File: config.mk
export PLATFORM = sky130hd
export DESIGN_NAME = aod_top
export DESIGN_NICKNAME = d
export VERILOG_FILES = /design/src/aod_pkg.sv /design/src/aod_top.sv
export SDC_FILE = /design/constraint.sdc
export NUM_CORES = 2
export LEC_CHECK = 0
export ABC_CLOCK_PERIOD_IN_PS = 11050
export BUFFER_PORTS_ARGS = -buffer_cell sky130_fd_sc_hd__buf_2
export CORE_MARGIN = 3
export CORE_UTILIZATION = 65
export CTS_BUF_LIST = sky130_fd_sc_hd__clkbuf_8
export DETAILED_ROUTE_END_ITERATION = 8
export GPL_ROUTABILITY_DRIVEN = 0
export PLACE_DENSITY_LB_ADDON = 0.3
export SKIP_CTS_REPAIR_TIMING = 1
export SYNTH_ARGS = -nofsm -noshare
export SYNTH_HDL_FRONTEND = slang
export SYNTH_SLANG_ARGS = --single-unit
File: constraint.sdc
create_clock -name clk -period 11.05 [get_ports clk]
set_input_delay 1.6575 -clock clk [delete_from_list [all_inputs] [get_ports clk]]
set_output_delay 1.6575 -clock clk [all_outputs]
set_load 0.02 [all_outputs]
File: src/aod_pkg.sv
// constants, types and register map of the overrange detector block
// Function
// - dual mode rising edge, single both edges
// - samples coded in two's complement
// - codes span -2048 to +2047
// - magnitude upper 8 bits against two thresholds
// - same thresholds for both channels
// - 11-bit magnitude, most negative saturates 2047
// - flag set when magnitude reaches threshold
// - two flag pins per channel
// - single mode spreads thresholds over both pins
// - flag hold 8 doubling to 1024 cycles
// - embed flags only in decimating formats
// - complex: I carries high, Q carries low
// - real: even high flag, odd low flag
// - monitor period depends on format type
// - six interleaved cores swapped for calibration
// - calibration halts sampling in both modes, background keeps cores rotating
// - single mode samples selected analog input
package aod_pkg;
  // ==========================================================
  // register bus
  localparam int ADDR_W = 3;
  localparam int DATA_W = 16;
  localparam logic [2:0] CTRL_ADDR = 3'h0;
  localparam logic [2:0] THRESH_ADDR = 3'h1;
  localparam logic [2:0] HOLD_ADDR = 3'h2;
  localparam logic [2:0] CAL_ADDR = 3'h3;
  localparam logic [2:0] STATUS_ADDR = 3'h4;
  // control field positions
  localparam int SINGLE_BIT = 0;
  localparam int INPUT_B_BIT = 1;
  localparam int BG_CAL_BIT = 2;
  localparam int FMT_LSB = 4;
  localparam int CAL_START_BIT = 0;
  // status field positions
  localparam int ST_FLAG_LSB = 0;
  localparam int ST_BUSY_BIT = 4;
  localparam int ST_OVF_BIT = 5;
  localparam int ST_CORE_LSB = 8;
  // reset values
  localparam logic [15:0] CTRL_RESET = 16'h0000;
  localparam logic [7:0] NEAR_FULL_RESET = 8'hE4;
  localparam logic [7:0] LOW_LEVEL_RESET = 8'h40;
  localparam logic [2:0] HOLD_RESET = 3'h0;
  // ==========================================================
  // converter and link formats
  localparam int SAMPLE_W = 12;
  localparam int WORD_W = 16;
  localparam logic [3:0] FMT_REAL = 4'h9;
  localparam logic [3:0] FMT_CPLX_LO = 4'hA;
  localparam logic [3:0] FMT_CPLX_SKIP = 4'hC;
  localparam logic [3:0] FMT_CPLX_HI = 4'hF;
  localparam logic [2:0] CORE_COUNT = 3'h6;
  localparam logic [10:0] HOLD_BASE = 11'h008;
  localparam logic [7:0] FG_CAL_CYCLES = 8'hFF;
  localparam int FIFO_DEPTH = 32;
  // ==========================================================
  // one output beat: a channel A word and a channel B word
  typedef struct packed {
    logic [15:0] b;
    logic [15:0] a;
  } aod_word_t;
endpackage

File: src/aod_top.sv
// overrange detector, sample formatter and output fifo
`timescale 1ns/1ps
`default_nettype none

// ============================================================
// shift fifo: head entry is a flop so the output needs no mux
module aod_fifo #(
  parameter int WIDTH = 32,
  parameter int DEPTH = 32
) (
  // clock and reset
  input wire logic clk,
  input wire logic rst_b,
  // fill side
  input wire logic in_valid,
  output logic in_ready,
  input wire logic [WIDTH-1:0] in_data,
  // drain side
  output logic out_valid,
  input wire logic out_ready,
  output logic [WIDTH-1:0] out_data
);
  localparam int CW = $clog2(DEPTH + 1);
  logic [WIDTH-1:0] mem [DEPTH];
  logic [CW-1:0] count;
  logic [CW-1:0] next_count;
  wire push = in_valid && in_ready;
  wire pop = out_valid && out_ready;
  wire [CW-1:0] wr_idx = pop ? count - CW'(1) : count;

  // occupancy after this cycle
  always_comb
  begin
    next_count = count;
    if (push && !pop)
    begin
      next_count = count + CW'(1);
    end
    else if (pop && !push)
    begin
      next_count = count - CW'(1);
    end
  end

  // flags are registered from the next count, so they are honest
  always_ff @(posedge clk or negedge rst_b)
  begin
    if (!rst_b)
    begin
      count <= '0;
      out_valid <= 1'b0;
      in_ready <= 1'b1;
    end
    else
    begin
      count <= next_count;
      out_valid <= next_count != '0;
      in_ready <= next_count != CW'(DEPTH);
    end
  end

  // shift down on pop, write at the tail
  always_ff @(posedge clk or negedge rst_b)
  begin
    if (!rst_b)
    begin
      for (int i = 0; i < DEPTH; i++)
      begin
        mem[i] <= '0;
      end
    end
    else
    begin
      for (int i = 0; i < DEPTH; i++)
      begin
        if (push && CW'(i) == wr_idx)
        begin
          mem[i] <= in_data;
        end
        else if (pop && i < DEPTH - 1)
        begin
          mem[i] <= mem[i + 1];
        end
      end
    end
  end

  assign out_data = mem[0];
endmodule

// ============================================================
// top of the block
module aod_top (
  // clock and reset
  input wire logic clk,
  input wire logic rst_b,
  // register port
  input wire logic [2:0] reg_addr,
  input wire logic [15:0] reg_wdata,
  input wire logic reg_wr,
  input wire logic reg_rd,
  output logic [15:0] reg_rdata,
  // raw converter results, offset binary, per analog input and edge
  input wire logic [11:0] conv_a_rise,
  input wire logic [11:0] conv_a_fall,
  input wire logic [11:0] conv_b_rise,
  input wire logic [11:0] conv_b_fall,
  // overrange flag pins
  output logic chan_a_high_flag,
  output logic chan_a_low_flag,
  output logic chan_b_high_flag,
  output logic chan_b_low_flag,
  // output sample stream
  output logic out_valid,
  input wire logic out_ready,
  output aod_pkg::aod_word_t out_data,
  // core bookkeeping
  output logic cal_busy,
  output logic [2:0] core_index
);
  // ==========================================================
  // helper functions
  // offset binary to two's complement: flip the sign bit
  function automatic logic [11:0] to_signed(input logic [11:0] raw);
    to_signed = {~raw[11], raw[10:0]};
  endfunction

  // 11-bit magnitude, upper 8 bits; -2048 saturates to 2047
  function automatic logic [7:0] mag8(input logic [11:0] s);
    logic [11:0] neg;
    logic [10:0] m;
    neg = ~s + 12'h001;
    m = s[11] ? neg[10:0] : s[10:0];
    if (s == 12'h800) m = 11'h7FF;
    mag8 = m[10:3];
  endfunction

  // ==========================================================
  // registers
  logic [15:0] ctrl;
  logic [7:0] near_full_threshold;
  logic [7:0] low_level_threshold;
  logic [2:0] overrange_hold_select;
  logic overflow;
  logic [7:0] cal_count;

  wire single_mode = ctrl[aod_pkg::SINGLE_BIT];
  wire single_input_b = ctrl[aod_pkg::INPUT_B_BIT];
  wire bg_cal_en = ctrl[aod_pkg::BG_CAL_BIT];
  wire [3:0] link_format_select = ctrl[aod_pkg::FMT_LSB +: 4];
  wire wr_ctrl = reg_wr && reg_addr == aod_pkg::CTRL_ADDR;
  wire wr_thresh = reg_wr && reg_addr == aod_pkg::THRESH_ADDR;
  wire wr_hold = reg_wr && reg_addr == aod_pkg::HOLD_ADDR;
  wire wr_cal = reg_wr && reg_addr == aod_pkg::CAL_ADDR;
  wire rd_status = reg_rd && reg_addr == aod_pkg::STATUS_ADDR;
  wire cal_start = wr_cal && reg_wdata[aod_pkg::CAL_START_BIT];

  // software settings; thresholds are 8-bit unsigned
  always_ff @(posedge clk or negedge rst_b)
  begin
    if (!rst_b)
    begin
      ctrl <= aod_pkg::CTRL_RESET;
      near_full_threshold <= aod_pkg::NEAR_FULL_RESET;
      low_level_threshold <= aod_pkg::LOW_LEVEL_RESET;
      overrange_hold_select <= aod_pkg::HOLD_RESET;
    end
    else
    begin
      if (wr_ctrl) ctrl <= reg_wdata;
      if (wr_thresh) near_full_threshold <= reg_wdata[7:0];
      if (wr_thresh) low_level_threshold <= reg_wdata[15:8];
      if (wr_hold) overrange_hold_select <= reg_wdata[2:0];
    end
  end

  // read data valid the cycle after the strobe only
  wire [15:0] status_word = {5'h00, core_index, 2'h0, overflow, cal_busy,
    chan_b_low_flag, chan_b_high_flag, chan_a_low_flag, chan_a_high_flag};
  wire [15:0] rd_mux =
    !reg_rd ? 16'h0000 :
    reg_addr == aod_pkg::CTRL_ADDR ? ctrl :
    reg_addr == aod_pkg::THRESH_ADDR ? {low_level_threshold, near_full_threshold} :
    reg_addr == aod_pkg::HOLD_ADDR ? {13'h0000, overrange_hold_select} :
    reg_addr == aod_pkg::STATUS_ADDR ? status_word : 16'h0000;

  always_ff @(posedge clk or negedge rst_b)
  begin
    if (!rst_b) reg_rdata <= 16'h0000;
    else reg_rdata <= rd_mux;
  end

  // ==========================================================
  // calibration and core rotation
  // foreground run stops sampling for a fixed time
  always_ff @(posedge clk or negedge rst_b)
  begin
    if (!rst_b)
    begin
      cal_count <= 8'h00;
      cal_busy <= 1'b0;
    end
    else
    begin
      if (cal_start) cal_count <= aod_pkg::FG_CAL_CYCLES;
      else if (cal_count != 8'h00) cal_count <= cal_count - 8'h01;
      cal_busy <= cal_start || cal_count > 8'h01;
    end
  end

  // six cores take turns; two per clock when both edges sample
  wire [2:0] core_step = single_mode ? 3'h2 : 3'h1;
  wire [3:0] core_sum = {1'b0, core_index} + {1'b0, core_step};
  wire [3:0] core_wrap = core_sum - {1'b0, aod_pkg::CORE_COUNT};
  wire [2:0] next_core =
    core_sum >= {1'b0, aod_pkg::CORE_COUNT} ? core_wrap[2:0] : core_sum[2:0];
  // background calibration keeps the cores rotating, but sampling still stops while busy
  wire sampling = !cal_busy;

  always_ff @(posedge clk or negedge rst_b)
  begin
    if (!rst_b) core_index <= 3'h0;
    else if (sampling || bg_cal_en) core_index <= next_core;
  end

  // ==========================================================
  // sample capture
  // dual: each input on the rising edge; single: one input, both edges
  wire [11:0] sel_rise = single_input_b ? conv_b_rise : conv_a_rise;
  wire [11:0] sel_fall = single_input_b ? conv_b_fall : conv_a_fall;
  wire [11:0] slot_a_raw = single_mode ? sel_rise : conv_a_rise;
  wire [11:0] slot_b_raw = single_mode ? sel_fall : conv_b_rise;
  logic [11:0] samp_a;
  logic [11:0] samp_b;
  logic samp_valid;

  // full 12-bit signed range, no clipping beyond -2048..+2047
  always_ff @(posedge clk or negedge rst_b)
  begin
    if (!rst_b)
    begin
      samp_a <= 12'h000;
      samp_b <= 12'h000;
      samp_valid <= 1'b0;
    end
    else
    begin
      samp_a <= to_signed(slot_a_raw);
      samp_b <= to_signed(slot_b_raw);
      samp_valid <= sampling;
    end
  end

  // ==========================================================
  // threshold compare, same pair for both slots
  wire [7:0] mag_a = mag8(samp_a);
  wire [7:0] mag_b = mag8(samp_b);
  // event order: a_high, a_low, b_high, b_low
  wire [3:0] evt = samp_valid ? {
    mag_b >= low_level_threshold, mag_b >= near_full_threshold,
    mag_a >= low_level_threshold, mag_a >= near_full_threshold} : 4'h0;

  // ==========================================================
  // pin hold counters, restarted by every new event
  wire [10:0] hold_len = aod_pkg::HOLD_BASE << overrange_hold_select;
  logic [10:0] hold_cnt [4];
  logic [3:0] pin_flag;

  always_ff @(posedge clk or negedge rst_b)
  begin
    if (!rst_b)
    begin
      for (int i = 0; i < 4; i++) hold_cnt[i] <= 11'h000;
      pin_flag <= 4'h0;
    end
    else
    begin
      for (int i = 0; i < 4; i++)
      begin
        if (evt[i]) hold_cnt[i] <= hold_len - 11'h001;
        else if (hold_cnt[i] != 11'h000) hold_cnt[i] <= hold_cnt[i] - 11'h001;
        pin_flag[i] <= evt[i] || hold_cnt[i] != 11'h000;
      end
    end
  end

  // single mode: slot a and slot b pins split each threshold
  assign chan_a_high_flag = pin_flag[0];
  assign chan_a_low_flag = pin_flag[1];
  assign chan_b_high_flag = pin_flag[2];
  assign chan_b_low_flag = pin_flag[3];

  // ==========================================================
  // embedded status over the monitoring period
  wire fmt_real = link_format_select == aod_pkg::FMT_REAL;
  wire fmt_cplx = link_format_select >= aod_pkg::FMT_CPLX_LO &&
    link_format_select <= aod_pkg::FMT_CPLX_HI &&
    link_format_select != aod_pkg::FMT_CPLX_SKIP;
  wire embed_on = fmt_real || fmt_cplx;
  // real counts one more doubling than complex
  wire [3:0] period_exp = fmt_real ? {1'b0, overrange_hold_select} + 4'h1 :
    {1'b0, overrange_hold_select};
  wire [8:0] period = 9'h001 << period_exp;
  logic [8:0] mon_cnt;
  logic [3:0] mon_acc;
  logic [3:0] embed;
  logic word_odd;
  wire mon_end = mon_cnt >= period - 9'h001;

  // accumulate events, latch at each period end
  always_ff @(posedge clk or negedge rst_b)
  begin
    if (!rst_b)
    begin
      mon_cnt <= 9'h000;
      mon_acc <= 4'h0;
      embed <= 4'h0;
      word_odd <= 1'b0;
    end
    else if (samp_valid)
    begin
      mon_cnt <= mon_end ? 9'h000 : mon_cnt + 9'h001;
      mon_acc <= mon_end ? 4'h0 : mon_acc | evt;
      if (mon_end) embed <= mon_acc | evt;
      word_odd <= !word_odd;
    end
  end

  // even word (or I) carries high flag, odd word (or Q) low flag
  function automatic logic [15:0] pack(input logic [11:0] s,
    input logic on, input logic odd, input logic hi, input logic lo);
    pack = {s, 4'h0};
    if (on) pack[0] = odd ? lo : hi;
  endfunction

  aod_pkg::aod_word_t beat;
  assign beat.a = pack(samp_a, embed_on, word_odd, embed[0], embed[1]);
  assign beat.b = pack(samp_b, embed_on, word_odd, embed[2], embed[3]);

  // ==========================================================
  // output fifo; a full fifo drops the beat and marks overflow
  logic fifo_ready;
  wire drop = samp_valid && !fifo_ready;

  // set beats the read clear
  always_ff @(posedge clk or negedge rst_b)
  begin
    if (!rst_b) overflow <= 1'b0;
    else if (drop) overflow <= 1'b1;
    else if (rd_status) overflow <= 1'b0;
  end

  aod_fifo #(
    .WIDTH(32),
    .DEPTH(aod_pkg::FIFO_DEPTH)
  ) u_fifo (
    .clk(clk),
    .rst_b(rst_b),
    .in_valid(samp_valid),
    .in_ready(fifo_ready),
    .in_data(beat),
    .out_valid(out_valid),
    .out_ready(out_ready),
    .out_data(out_data)
  );
endmodule

`default_nettype wire

==> qor.log <==
qor: run_status.run_status completed
qor: cts.clkLatencyLatePin 0.80 ns
qor: grt.grt_antenna_before_repair 1
qor: hold_path.worstHoldPathCells 1
qor: critical_path.timing.critical_path.buf_inv 1
qor: power.total_leakage_power 28.2 nW
qor: synthesis.cells_after_synthesis 5,092
qor: die.floorplan.core_area 75,100 sq um
qor: die.chipHeight 283 microns
qor: grt.grt-ovfl-total 0
qor: critical_path.worst_r2r_startpoint overrange_hold_select[2]$_DFFE_PN0P_
qor: hold_path.min_delay_worst_endpoint u_fifo.mem[22]$_DFFE_PN0P_
qor: finish.layout.area.seq 24,900 sq um
qor: critical_path.worstSetupStartpointType flip-flop
qor: route.drc 0
qor: synthesis.syn-mean-instance-area 9.76 sq um
qor: die.dieWidth 283 microns
qor: critical_path.r2r_slack 6.07 ns
qor: route.via_count 35,500
qor: cts.tritoncts built
qor: critical_path.cp_top_family compound AO/OA/AOI/OAI gates
qor: grt.via_count_of_the_first_global_routing_pass 35,300
qor: die.initial_core_util 66.2%
qor: critical_path.timing.critical_path.to_type flip-flop
qor: finish.syn_to_final_growth 7.72%
qor: grt.grt_pass1_wl 177,000 microns
qor: hold_path.timing.hold.worst.class flip-flop to flip-flop
qor: placed_design.portBuffers 122
qor: synthesis.synth_async_sr_flop_share 100%
qor: critical_path.crit_required 11.76 ns
qor: finish.layout-drive-gt1-share 16.3%
qor: finish.multi_input_area 22,900 sq um
qor: finish.filler_cell_count 5,458
qor: power.power.share.switching 31.1%
qor: route.vias_per_cell 5.82
qor: critical_path.critical_path_class flip-flop to flip-flop
qor: critical_path.crit_chain clkinv_1, ha_1, nand2_1, nor2_1, a21oi_1, a2bb2oi_1, ha_1, nor3_1, a211oi_1, a31oi_1, a21oi_1, ha_1, and4_1, nand4_1, o221ai_1, nor2_1, a31oi_1
qor: sta.finalSetupViolCount 0
qor: grt.grt_max_degree 240
qor: critical_path.destination_of_the_worst_register_to_register_timing_path embed[2]$_DFFE_PN0P_
qor: cts.clockRootBuffer clkbuf_8
qor: synthesis.yosys_register_bits 995
qor: route.drt_iter0_markers 2,497
qor: sta.timing.final.crit_share 45.1%
qor: critical_path.cpMaxStageDelayCell o221ai_1
qor: power.finalPower 8.59 mW
qor: route.post_drt_wl_per_cell 17.2 microns
qor: critical_path.r2r.worst_path.cells 17
qor: placed_design.placedCellCount 5,828
qor: power.p_int 5.92 mW
qor: die.top_level_ports 129
qor: die.die_area 79,800 sq um
qor: power.total_switching_power 2.67 mW
qor: sta.max_freq 201 MHz
qor: power.seqPwrFrac 46.4%
qor: cts.clkTransAtPathRegs 0.06 ns
qor: synthesis.post_synth_design_cell_area 49,700 sq um
qor: placed_design.place_hpwl 63,800 microns
qor: synthesis.synth_sequential_area_ratio 50.1%
qor: sta.finalMaxSlewViolations 0
qor: synthesis.synth_cell_type_count 89
qor: route.drt_wl_total 105,000 microns
qor: cts.tritoncts_num_sinks 995
qor: critical_path.worst-path-max-fanout 16
qor: sta.fin_tns_setup 0 ns
qor: sta.slew_headroom 15.0%
qor: critical_path.worst-endpoint-arrival 5.69 ns
qor: route.drtPass1Iterations 7
qor: critical_path.worst_path_most_repeated_cell ha_1
qor: grt.grt_usage 26.7%
qor: power.p_comb_share 18.6%
qor: hold_path.hold_start u_fifo.mem[22]$_DFFE_PN0P_
qor: power.power.density_cell_area 160 nW/um^2
qor: cts.h-tree-depth 4
qor: route.antenna_left 0
qor: sta.tightestPinTransition 1.28 ns
qor: finish.nets 5,153
qor: flow_run.max-cap-violations 0
qor: sta.final.setup_skew 0.0415 ns
qor: sta.grt_setup_unrepaired false
qor: power.ir_worst_vdd 0.166 mV
qor: sta.period_minus_slack 4.98 ns
qor: power.clock_share_of_power 35.0%
qor: cts.cts_max_path_buffers 3
qor: synthesis.synth_top_flop_cell dfrtp_1
qor: synthesis.synth_edf_count 0
qor: die.rows 100
qor: critical_path.max_stage_delay 0.96 ns
qor: sta.report.final.hold_viol_count 0
qor: cts.cts_inserted_buffers 159
qor: synthesis.synth-warning-count 0
qor: finish.final-instance-count-excl-fill 6,104
cell type report:
type	count	area share, %
antenna	1	0.00467
clock inverter	86	0.825
multi-input combinational	3622	42.8
inverter	50	0.351
timing repair buffer	192	2.35
tap	969	2.26
sequential	995	46.5
clock buffer	189	4.86
Yosys cell counts, types with 5 or more instances:
library cell	instances	area, sq um
or3_1	10	62.6
and2_1	8	50.1
nand3b_1	9	67.6
nand2b_1	16	100
xor2_1	26	228
nor2b_1	6	37.5
inv_1	48	180
dfstp_2	6	158
nand3_1	32	160
o2111ai_1	5	43.8
o21ai_0	261	1310
buf_1	16	60.1
mux2i_1	524	5250
clkbuf_1	330	1240
nor4_1	15	93.8
mux2_1	21	236
nor2_1	286	1070
a21o_1	6	45.0
o21a_1	13	97.6
nor3_1	52	260
ha_1	60	751
a211oi_1	6	45.0
o21ai_1	5	25.0
nor3b_1	6	45.0
a21oi_1	241	1210
buf_4	37	278
mux2_4	17	255
nand4_1	12	75.1
or4_1	5	37.5
mux2_2	374	4210
buf_2	45	225
o31ai_1	12	90.1
xnor2_1	24	210
and3_1	6	37.5
a31oi_1	32	200
or2_2	5	31.3
o22ai_1	7	43.8
nand2_1	1417	5320
o211ai_1	8	60.1
dfrtp_1	989	24700
flip-flops by register name, indices dropped and copies added, names as in the netlist, 8 cells and up:
register	flops
u_fifo.out_data	26
ctrl	16
samp_b	12
reg_rdata	16
near_full_threshold	8
cal_count	8
u_fifo.mem	806
samp_a	12
low_level_threshold	8
hold_cnt	44
mon_cnt	9
through the flow:
step	worst slack [ns]	hold WS, ns	instance area, sq um	util [%]
global placement	5.70	0.474	50500	67.3
floorplan	6.94	0.463	49700	-
global route	5.63	0.515	53500	71.3
CTS	6.11	0.497	53500	71.3
detailed placement	5.66	0.482	50500	67.3
finish	6.07	0.496	53500	71.3
logic make-up (layout without fill, tap and decap cells):
group / count (synthesis) / in the layout / share of synthesized area, %
xor gates and xnor gates: 50 / 50 / 0.881
buffers and inverters: 480 / 517 / 4.05
muxes: 936 / 936 / 20.0
other: 1 / 7 / 0.00754
adders and majority gates: 61 / 61 / 1.55
DFF: 995 / 995 / 50.1
AOI/OAI and AO/OA: 655 / 655 / 7.78
and+or+nand+nor: 1914 / 1914 / 15.6
metal layers:
layer,wire [microns],vias to the layer above,global-route usage (%),part of all wire [%]
met2,51600,776,45.4,49
met5,0,-,0,0
met4,2460,0,8.82,2.3
li1,-,17000,-,-
met3,4040,175,3.71,3.9
met1,46700,17500,35.7,45
placed cells by master, fill, tap and decap left out, types with 21 or more instances in the layout:
master / netlist / final
a21oi_1: 241 / 241
buf_2: 45 / 121
mux2_1: 21 / 21
mux2_2: 374 / 374
o21ai_0: 261 / 261
mux2i_1: 524 / 524
a31oi_1: 32 / 32
inv_1: 48 / 117
ha_1: 60 / 60
nor2_1: 286 / 285
nand2_1: 1417 / 1416
clkbuf_8: 0 / 189
nor3_1: 52 / 52
dfrtp_1: 989 / 989
xor2_1: 26 / 25
nand3_1: 32 / 32
buf_4: 37 / 61
xnor2_1: 24 / 24
how the worst max path moves through the flow:
stage / end / slack (ns) / startpoint / cells after the start
finish: embed[2]$_DFFE_PN0P_ / 6.07 / overrange_hold_select[2]$_DFFE_PN0P_ / 17
global route: embed[2]$_DFFE_PN0P_ / 5.63 / overrange_hold_select[2]$_DFFE_PN0P_ / 17
CTS: embed[2]$_DFFE_PN0P_ / 6.11 / overrange_hold_select[2]$_DFFE_PN0P_ / 17
detailed placement: u_fifo.mem[310]$_DFFE_PN0P_ / 5.66 / out_ready / 6
global placement: u_fifo.mem[312]$_DFFE_PN0P_ / 5.70 / out_ready / 6
floorplan: hold_cnt[21]$_DFFE_PN0P_ / 6.94 / samp_b[3]$_DFF_PN0_ / 13
power by group through the flow:
| stage | clock [mW] | combinational, mW | sequential, mW |
|---|---|---|---|
| CTS | 3.08 | 1.59 | 3.98 |
| floorplan | 0 | 1.18 | 3.97 |
| global route | 3.23 | 1.75 | 4.01 |
| global placement | 0 | 1.54 | 4.04 |
| finish | 3.01 | 1.59 | 3.99 |
| detailed placement | 0 | 1.58 | 4.05 |
worst reg2reg max path: cells and delay by family (launching register included):
family                   cells  cell delay, ns
flip-flops                   1            0.63
AO/OA/AOI/OAI                7            1.72
AND/OR/NAND/NOR              6            1.00
adder cells (fa/ha/maj)      3            1.18
buffers and inverters        1            0.37
No activity file was read; power rests on OpenSTA's default activity.
